==> src/common/t1_alarm_consts.svh <==
// Constants for the T1 receive alarm and status block.
// Included by the alarm status design file only, not by the package; definitions only.
`ifndef T1_ALARM_CONSTS_SVH
`define T1_ALARM_CONSTS_SVH

// Status register offset and bit positions
`define STATUS_ONE_ADDR     8'h20
`define BIT_LOOP_UP         7
`define BIT_LOOP_DOWN       6
`define BIT_TX_CLOCK_LOST   5
`define BIT_STORE_SLIP      4
`define BIT_BLUE            3
`define BIT_YELLOW          2
`define BIT_CARRIER_LOSS    1
`define BIT_SYNC_LOSS       0

// Timing
`define CLK_PERIOD_NS       25
`define TX_CLOCK_LOSS_NS    5200
`define TX_LOSS_CYCLES      (`TX_CLOCK_LOSS_NS / `CLK_PERIOD_NS)
`define BLUE_WINDOW_MS      3
`define BLUE_WINDOW_CYCLES  (`BLUE_WINDOW_MS * 1000000 / `CLK_PERIOD_NS)

// Alarm thresholds
`define BLUE_MAX_ZEROS      3'h5
`define BLUE_CLEAR_ZEROS    3'h6
`define BIT2_WINDOW_LAST    9'h0ff
`define BIT2_SET_ZEROS      9'h0fe
`define ESF_SET_RUN         5'h10
`define ESF_WINDOW_LAST     4'hf
`define ESF_CLEAR_MAX       5'h0e
`define RED_SET_ZEROS       8'hc0
`define RED_WINDOW_BITS     7'h70
`define RED_CLEAR_ONES      4'he

`endif

==> src/common/t1_alarm_pkg.sv <==
// Types for the T1 receive alarm and status block.
// Needs nothing else.
package t1_alarm_pkg;

   typedef enum logic [1:0] {
      CARRIER_OK,
      CARRIER_LOST,
      CARRIER_RECOVER
   } red_state_type;

   typedef struct packed {
      logic s1;
      logic s2;
      logic s3;
   } sync_state_type;

   typedef struct packed {
      red_state_type red;
      logic [7:0]    zero_run;
      logic [6:0]    red_bits;
      logic [3:0]    red_ones;
      logic [16:0]   blue_timer;
      logic [2:0]    blue_zeros;
      logic [8:0]    chan_count;
      logic [8:0]    bit2_zeros;
      logic [1:0]    fbit_hist;
      logic [4:0]    esf_run;
      logic [3:0]    esf_win;
      logic [4:0]    esf_hits;
      logic [7:0]    tx_idle;
      logic          lost_tx;
      logic          slip;
      logic          blue;
      logic          yel_bit2;
      logic          yel_fbit;
      logic          yel_esf;
      logic          sync_loss;
      logic          loop_up;
      logic          loop_down;
      logic [7:0]    rd_data;
      logic          pin;
      logic          fallback;
   } alarm_state_type;

endpackage : t1_alarm_pkg

==> src/rtl/edge_sampler.sv <==
// Two-flop synchroniser for one pin with a rising-edge detector.
// Assumes the pin is asynchronous to clk_sys.
`timescale 1ns/100ps
module edge_sampler (
   // Clock and reset
   input  wire logic clk_sys,
   input  wire logic nrst,
   // Pin and results
   input  wire logic pin_in,
   output      logic level,
   output      logic rise
);
   t1_alarm_pkg::sync_state_type st;
   t1_alarm_pkg::sync_state_type next_st;

   always_comb begin
      next_st    = st;
      next_st.s1 = pin_in;
      next_st.s2 = st.s1;
      next_st.s3 = st.s2;
   end

   always_ff @(posedge clk_sys or negedge nrst) begin
      if (!nrst) begin
         st <= '0;
      end else begin
         st <= next_st;
      end
   end

   assign level = st.s2;
   assign rise  = st.s2 & ~st.s3;
endmodule : edge_sampler

==> src/rtl/t1_rx_alarm_status.sv <==
// Receive alarm detection and the alarm status register of a T1 framer.
// Framer, elastic store and loop-code detector sit outside on clk_sys.
//
// Notes on behaviour
// (RULE1) Loop-up bit follows loop-up code reception
// (RULE2) Loop-down bit follows loop-down code reception
// (RULE3) Transmit clock idle 5.2 us sets loss
// (RULE4) Enabled shared pin goes high on loss
// (RULE5) Fallback enabled moves transmit to receive clock
// (RULE6) Slip bit set on frame repeat or delete
// (RULE7) Blue: 3 ms window, <=5 zeros set, >=6 clear
// (RULE8) Bit-2 yellow: 254 of 256 channels zero
// (RULE9) F-bit yellow: two ones set, two zeros clear
// (RULE10) ESF yellow: 16 00FF set, <=14 clears
// (RULE11) Red: 192 zeros set; 14 ones/112 clear
// (RULE12) Sync loss bit while framer unsynchronised
// (RULE13) Blue window tolerates errors, ignores framed ones
// (RULE14) Host should qualify blue with sync loss
// (RULE15) Status bits show present condition, not latched
`timescale 1ns/100ps
`include "t1_alarm_consts.svh"
module t1_rx_alarm_status #(
   parameter int unsigned BLUE_WINDOW_CYCLES = `BLUE_WINDOW_CYCLES
) (
   // Clock and reset
   input  wire logic       clk_sys,
   input  wire logic       nrst,
   // Line pins
   input  wire logic       transmit_clock_in,
   input  wire logic       rx_clock_in,
   input  wire logic       rx_positive_in,
   input  wire logic       rx_negative_in,
   // Framer events on clk_sys
   input  wire logic       loop_up_match,
   input  wire logic       loop_down_match,
   input  wire logic       store_slip_event,
   input  wire logic       framer_in_sync,
   input  wire logic       chan_strobe,
   input  wire logic       chan_bit2,
   input  wire logic       fbit12_strobe,
   input  wire logic       fbit12_value,
   input  wire logic       fdl_pattern_strobe,
   input  wire logic       fdl_pattern_match,
   // Mode bits
   input  wire logic       esf_mode,
   input  wire logic       yellow_mode_select,
   input  wire logic       sync_clock_pin_enable,
   input  wire logic       clock_fallback_enable,
   // Read port
   input  wire logic       rd_strobe,
   input  wire logic [7:0] rd_addr,
   output      logic [7:0] rd_data,
   // Pins out
   output      logic       sync_clock_loss_pin,
   output      logic       tx_clock_from_rx
);
   t1_alarm_pkg::alarm_state_type st;
   t1_alarm_pkg::alarm_state_type next_st;

   logic [3:0] pin_raw;
   logic [3:0] pin_level;
   logic [3:0] pin_rise;
   logic       rx_bit;
   logic       rx_zero;
   logic       tx_edge;
   logic       yellow;
   logic       red_alarm;
   logic [7:0] status_word;

   function automatic logic line_zero(input logic pos, input logic neg);
      line_zero = ~pos & ~neg;
   endfunction : line_zero

   // Pin synchronisers
   assign pin_raw = {rx_negative_in, rx_positive_in, rx_clock_in, transmit_clock_in};

   genvar gi;
   generate
      for (gi = 0; gi < 4; gi++) begin : g_sync
         edge_sampler u_sync (
            .clk_sys (clk_sys),
            .nrst    (nrst),
            .pin_in  (pin_raw[gi]),
            .level   (pin_level[gi]),
            .rise    (pin_rise[gi])
         );
      end
   endgenerate

   assign tx_edge = pin_rise[0];
   assign rx_bit  = pin_rise[1];
   assign rx_zero = line_zero(pin_level[2], pin_level[3]);

   assign yellow    = esf_mode ? st.yel_esf :
                      (yellow_mode_select ? st.yel_fbit : st.yel_bit2);
   assign red_alarm = (st.red != t1_alarm_pkg::CARRIER_OK);

   // Present-state status word
   always_comb begin
      status_word                      = '0;
      status_word[`BIT_LOOP_UP]        = st.loop_up;
      status_word[`BIT_LOOP_DOWN]      = st.loop_down;
      status_word[`BIT_TX_CLOCK_LOST]  = st.lost_tx;
      status_word[`BIT_STORE_SLIP]     = st.slip;
      status_word[`BIT_BLUE]           = st.blue;
      status_word[`BIT_YELLOW]         = yellow;
      status_word[`BIT_CARRIER_LOSS]   = red_alarm;
      status_word[`BIT_SYNC_LOSS]      = st.sync_loss;
   end

   always_comb begin
      next_st = st;
      // Level conditions follow their sources
      next_st.loop_up   = loop_up_match; // RULE1 RULE15
      next_st.loop_down = loop_down_match; // RULE2 RULE15
      next_st.slip      = store_slip_event; // RULE6 RULE15
      next_st.sync_loss = ~framer_in_sync; // RULE12

      // Transmit clock watchdog
      if (tx_edge) begin
         next_st.tx_idle = '0;
         next_st.lost_tx = 1'b0;
      end else if (st.tx_idle == 8'(`TX_LOSS_CYCLES - 1)) begin
         next_st.lost_tx = 1'b1; // RULE3
      end else begin
         next_st.tx_idle = st.tx_idle + 8'h01;
      end
      next_st.pin      = sync_clock_pin_enable ? st.lost_tx : st.sync_loss; // RULE4
      next_st.fallback = clock_fallback_enable & st.lost_tx; // RULE5

      // Blue alarm over a fixed window
      if (rx_bit && rx_zero && st.blue_zeros != `BLUE_CLEAR_ZEROS) begin
         next_st.blue_zeros = st.blue_zeros + 3'h1;
      end
      if (st.blue_timer == 17'(BLUE_WINDOW_CYCLES - 1)) begin
         next_st.blue       = (next_st.blue_zeros <= `BLUE_MAX_ZEROS); // RULE7 RULE13
         next_st.blue_timer = '0;
         next_st.blue_zeros = '0;
      end else begin
         next_st.blue_timer = st.blue_timer + 17'h00001;
      end

      // Bit-2 yellow over 256 channels
      if (chan_strobe) begin
         next_st.bit2_zeros = st.bit2_zeros + {8'h00, ~chan_bit2};
         if (st.chan_count == `BIT2_WINDOW_LAST) begin
            next_st.yel_bit2   = (next_st.bit2_zeros >= `BIT2_SET_ZEROS); // RULE8
            next_st.chan_count = '0;
            next_st.bit2_zeros = '0;
         end else begin
            next_st.chan_count = st.chan_count + 9'h001;
         end
      end

      // Twelfth F-bit yellow
      if (fbit12_strobe) begin
         next_st.fbit_hist = {st.fbit_hist[0], fbit12_value};
         if (st.fbit_hist[0] && fbit12_value) begin
            next_st.yel_fbit = 1'b1; // RULE9
         end else if (!st.fbit_hist[0] && !fbit12_value) begin
            next_st.yel_fbit = 1'b0; // RULE9
         end
      end

      // ESF data-link yellow
      if (fdl_pattern_strobe) begin
         if (!st.yel_esf) begin
            next_st.esf_run = fdl_pattern_match ? st.esf_run + 5'h01 : 5'h00;
            if (next_st.esf_run == `ESF_SET_RUN) begin
               next_st.yel_esf  = 1'b1; // RULE10
               next_st.esf_win  = '0;
               next_st.esf_hits = '0;
            end
         end else begin
            next_st.esf_hits = st.esf_hits + {4'h0, fdl_pattern_match};
            if (st.esf_win == `ESF_WINDOW_LAST) begin
               if (next_st.esf_hits <= `ESF_CLEAR_MAX) begin
                  next_st.yel_esf = 1'b0; // RULE10
                  next_st.esf_run = '0;
               end
               next_st.esf_win  = '0;
               next_st.esf_hits = '0;
            end else begin
               next_st.esf_win = st.esf_win + 4'h1;
            end
         end
      end

      // Red alarm, carrier loss
      if (rx_bit) begin
         case (st.red)
            t1_alarm_pkg::CARRIER_OK: begin
               if (!rx_zero) begin
                  next_st.zero_run = '0;
               end else if (st.zero_run == `RED_SET_ZEROS - 8'h01) begin
                  next_st.red = t1_alarm_pkg::CARRIER_LOST; // RULE11
               end else begin
                  next_st.zero_run = st.zero_run + 8'h01;
               end
            end
            t1_alarm_pkg::CARRIER_LOST: begin
               if (!rx_zero) begin
                  next_st.red      = t1_alarm_pkg::CARRIER_RECOVER;
                  next_st.red_bits = 7'h01;
                  next_st.red_ones = 4'h1;
               end
            end
            t1_alarm_pkg::CARRIER_RECOVER: begin
               next_st.red_bits = st.red_bits + 7'h01;
               next_st.red_ones = st.red_ones + {3'h0, ~rx_zero};
               if (next_st.red_ones == `RED_CLEAR_ONES) begin
                  next_st.red      = t1_alarm_pkg::CARRIER_OK; // RULE11
                  next_st.zero_run = '0;
               end else if (next_st.red_bits == `RED_WINDOW_BITS) begin
                  next_st.red = t1_alarm_pkg::CARRIER_LOST; // RULE11
               end
            end
            default: begin
               next_st.red = t1_alarm_pkg::CARRIER_OK;
            end
         endcase
      end

      // Register read
      if (rd_strobe) begin
         next_st.rd_data = (rd_addr == `STATUS_ONE_ADDR) ? status_word : 8'h00;
      end
   end

   always_ff @(posedge clk_sys or negedge nrst) begin
      if (!nrst) begin
         st     <= '0;
         st.red <= t1_alarm_pkg::CARRIER_OK;
      end else begin
         st <= next_st;
      end
   end

   assign rd_data             = st.rd_data;
   assign sync_clock_loss_pin = st.pin;
   assign tx_clock_from_rx    = st.fallback;
endmodule : t1_rx_alarm_status

==> config.mk <==
export PLATFORM = sky130hd
export DESIGN_NAME = t1_rx_alarm_status
export DESIGN_NICKNAME = d
export VERILOG_FILES = /design/src/common/t1_alarm_pkg.sv /design/src/rtl/edge_sampler.sv /design/src/rtl/t1_rx_alarm_status.sv
export VERILOG_INCLUDE_DIRS = /design/src /design/src/common
export SDC_FILE = /design/constraint.sdc
export NUM_CORES = 1
export LEC_CHECK = 0
export BUFFER_PORTS_ARGS = -buffer_cell sky130_fd_sc_hd__buf_2
export CORE_UTILIZATION = 45
export CTS_BUF_LIST = sky130_fd_sc_hd__clkbuf_8
export CTS_CLUSTER_DIAMETER = 120
export DETAILED_ROUTE_END_ITERATION = 12
export GPL_TIMING_DRIVEN = 1
export PLACE_DENSITY = 0.63
export SYNTH_ARGS = -nofsm -noshare
export SYNTH_HDL_FRONTEND = slang
export SYNTH_HIERARCHICAL = 1
export SYNTH_SLANG_ARGS = --single-unit
==> constraint.sdc <==
create_clock -name clk_sys -period 4.3 [get_ports clk_sys]
set_input_delay 0.215 -clock clk_sys [delete_from_list [all_inputs] [get_ports clk_sys]]
set_output_delay 0.215 -clock clk_sys [all_outputs]
set_load 0.1 [all_outputs]
==> key figures <==
Clocking
  – Setup Fix Bufs, Post-CTS: 0
  – Worst-path clk slew: 0.11 ns
  – CTS max path bufs: 2
  – Resize count post-CTS: 0
  – Clock latency on the worst-skew pair: 0.38 ns
  – Root Buffer: clkbuf_8
  – TritonCTS Buffers: 9
  – Clock sink total: 111
  – # H-tree levels: 3
  – CTS tree: built

Power and ir drop
  – Leak: 2.73 nW
  – Sw Share: 27.0%
  – Clk pwr share: 30.8%
  – Switching power: 0.565 mW
  – Int Pwr: 1.53 mW
  – Logic pwr share: 11.2%
  – Worst vdd ir: 0.311 mV
  – Register share of total power: 57.9%
  – PD cells: 354 nW/µm²
  – Power, Total: 2.09 mW

STA
  – FMAX: 388 MHz
  – Slew Viols, Final: 0
  – Slew margin rel.: 34.9%
  – Unrepaired setup endpoints after global routing: false
  – Setup TNS: 0 ns
  – Fin crit share: 59.9%
  – Tmin final: 2.58 ns
  – Hold Vio Cnt, Final: 31
  – Clk_skew: 0.0124 ns
  – Worst-margin pin slew: 0.969 ns
  – Final setup violation count: 0
  – Hold WS: -0.0279 ns

Synthesis
  – Syn_nets: 580
  – Avg Cell Area, Syn: 10.0 µm²
  – Yosys warns: 6
  – Cell area after synthesis: 5350 µm²
  – Syn Inst Count: 535

Worst setup path
  – Crit path required time: 4.55 ns
  – Kind of critical path: register to register
  – R2R Path End: st[99]
  – Largest delay share family, worst path: compound AO/OA/AOI/OAI gates
  – Crit path DAT: 2.82 ns
  – Worst reg2reg startpoint: g_sync[2].u_sync/level
  – Crit-path cells: nor2_1 > inv_1 > ha_1 > ha_1 > nor4bb_1 > nand2_1 > o31a_1 > a221oi_4 > o221ai_1
  – Slowest Stage Delay on Critical Path: 0.48 ns
  – Reg2reg setup slack: 1.72 ns
  – CP Max Fanout: 8
  – CP Launch Type: register
  – WP buf/inv: 1
  – Most common cell on crit path: ha_1
  – R2R depth: 9
  – Slowest cell on the critical path: a221oi_4
  – Worst Setup End Kind: register

Floorplanning
  – Die X: 111 µm
  – FP Rows: 39
  – Initial Util: 46.4%
  – Top Ports: 39
  – Die height: 111 µm
  – Die area: 12300 µm²
  – Placeable Area: 11500 µm²

Final layout
  – Filler cell count: 1055
  – Final nets: 619
  – Post-layout util: 51.4%
  – Non-filler cells, final: 722
  – Layout cells sized above 1: 11.2%
  – Synthesis-to-finish area growth: 10.7%
  – N_diodes: 0

Route
  – 1st-pass router iterations: 8
  – Iter 0 DRT Violations: 162
  – Routed Antenna Nets: 0
  – Vias: 3894
  – WL per Instance: 13.5 µm
  – Vias per inst: 5.39
  – Routed wire length: 9.77 mm
  – DRC Markers: 7

Global routing
  – Total grt overflow: 0
  – Initial antenna violation count: 0
  – Global-route wire length before repair: 17.3 mm
  – Total track usage: 17.3%
  – Largest net degree at the start of global routing: 79
  – Vias in the first global route: 3840

Placed design
  – RePlAce Congestion: 0.774
  – Post-Place Cells: 698
  – Hpwl dp: 6.62 mm
  – Port buffer count: 38

Hold path
  – HP Class: input port to async pin

Job
  – Max capacitance violation total: 0

Status
  – Status: finished with violations
  – Violated checks: design-rule violations, negative hold slack
## cell type report
| class | count | area [µm²] | area share [%] |
|---|---|---|---|
| Inverter | 31 | 116 | 1.97 |
| Clock inverter | 6 | 68.8 | 1.16 |
| Sequential cell | 111 | 2780 | 46.9 |
| Multi-Input combinational cell | 373 | 2350 | 39.7 |
| Clock buffer | 10 | 138 | 2.33 |
| Timing Repair Buffer | 48 | 288 | 4.86 |
| Tap cell | 143 | 179 | 3.02 |
## flip-flops by register name, indices dropped and copies added, names as in the netlist
name and flops:
st 91, g_sync.u_sync/next_st 4, sync_clock_loss_pin 1, rd_data 8, g_sync.u_sync/st 2, tx_clock_from_rx 1, g_sync.u_sync/level 4
## power by group through the flow
stage	clock, mW	combinational (mW)	sequential (mW)
after global routing	0.706	0.280	1.23
final	0.645	0.235	1.21
after floorplan	0	0.164	1.22
after detailed placement	0	0.234	1.23
after CTS	0.670	0.240	1.21
after global placement	0	0.227	1.23
## layer usage
layer / up-vias / global-route usage (%) / routed length [µm]
met5: - / 0 / 0
met4: 0 / 7.48 / 187
met3: 14 / 3.06 / 301
met2: 48 / 29.1 / 4610
met1: 1892 / 22.0 / 4670
li1: 1940 / - / -
## layout by cell type, fill, tap and decap left out, types with 7 or more instances in the layout
cell type      count
nor3_1             8
a21oi_1           12
and3_1            18
o21ai_0           43
xnor2_1           12
buf_2             37
nand2b_1           9
nand3_1           30
inv_1             31
a31oi_1            9
xor2_1            23
dlygate4sd3_1      8
clkbuf_8          10
nor2_1            37
nand2_1           59
nand4_1           12
ha_1              16
mux2i_1            7
dfrtp_1          111
## metrics by stage
step / setup WS, ns / instance area (µm²)
after floorplan: 2.00 / 5350
after global placement: 1.83 / 5630
after detailed placement: 1.74 / 5630
after CTS: 1.72 / 5920
after global routing: 1.42 / 5920
final: 1.72 / 5920
## timing repair
item | 4_1_cts | 5_1_grt
hold endpoints to repair | 8 | 0
setup endpoints to repair | 0 | 0
hold buffers | 8 | 0
## worst max-delay path by stage
| stage | from | end | slack (ns) | cells after the start |
|---|---|---|---|---|
| finish | g_sync[2].u_sync/level | st[99] | 1.72 | 9 |
| floorplan | g_sync[2].u_sync/level | st[93] | 2.00 | 9 |
| CTS | g_sync[2].u_sync/level | st[99] | 1.72 | 9 |
| global route | g_sync[2].u_sync/level | st[99] | 1.42 | 9 |
| detailed placement | g_sync[2].u_sync/level | st[99] | 1.74 | 9 |
| global placement | g_sync[2].u_sync/level | st[93] | 1.83 | 9 |
No activity file was read; power rests on OpenSTA's default activity.
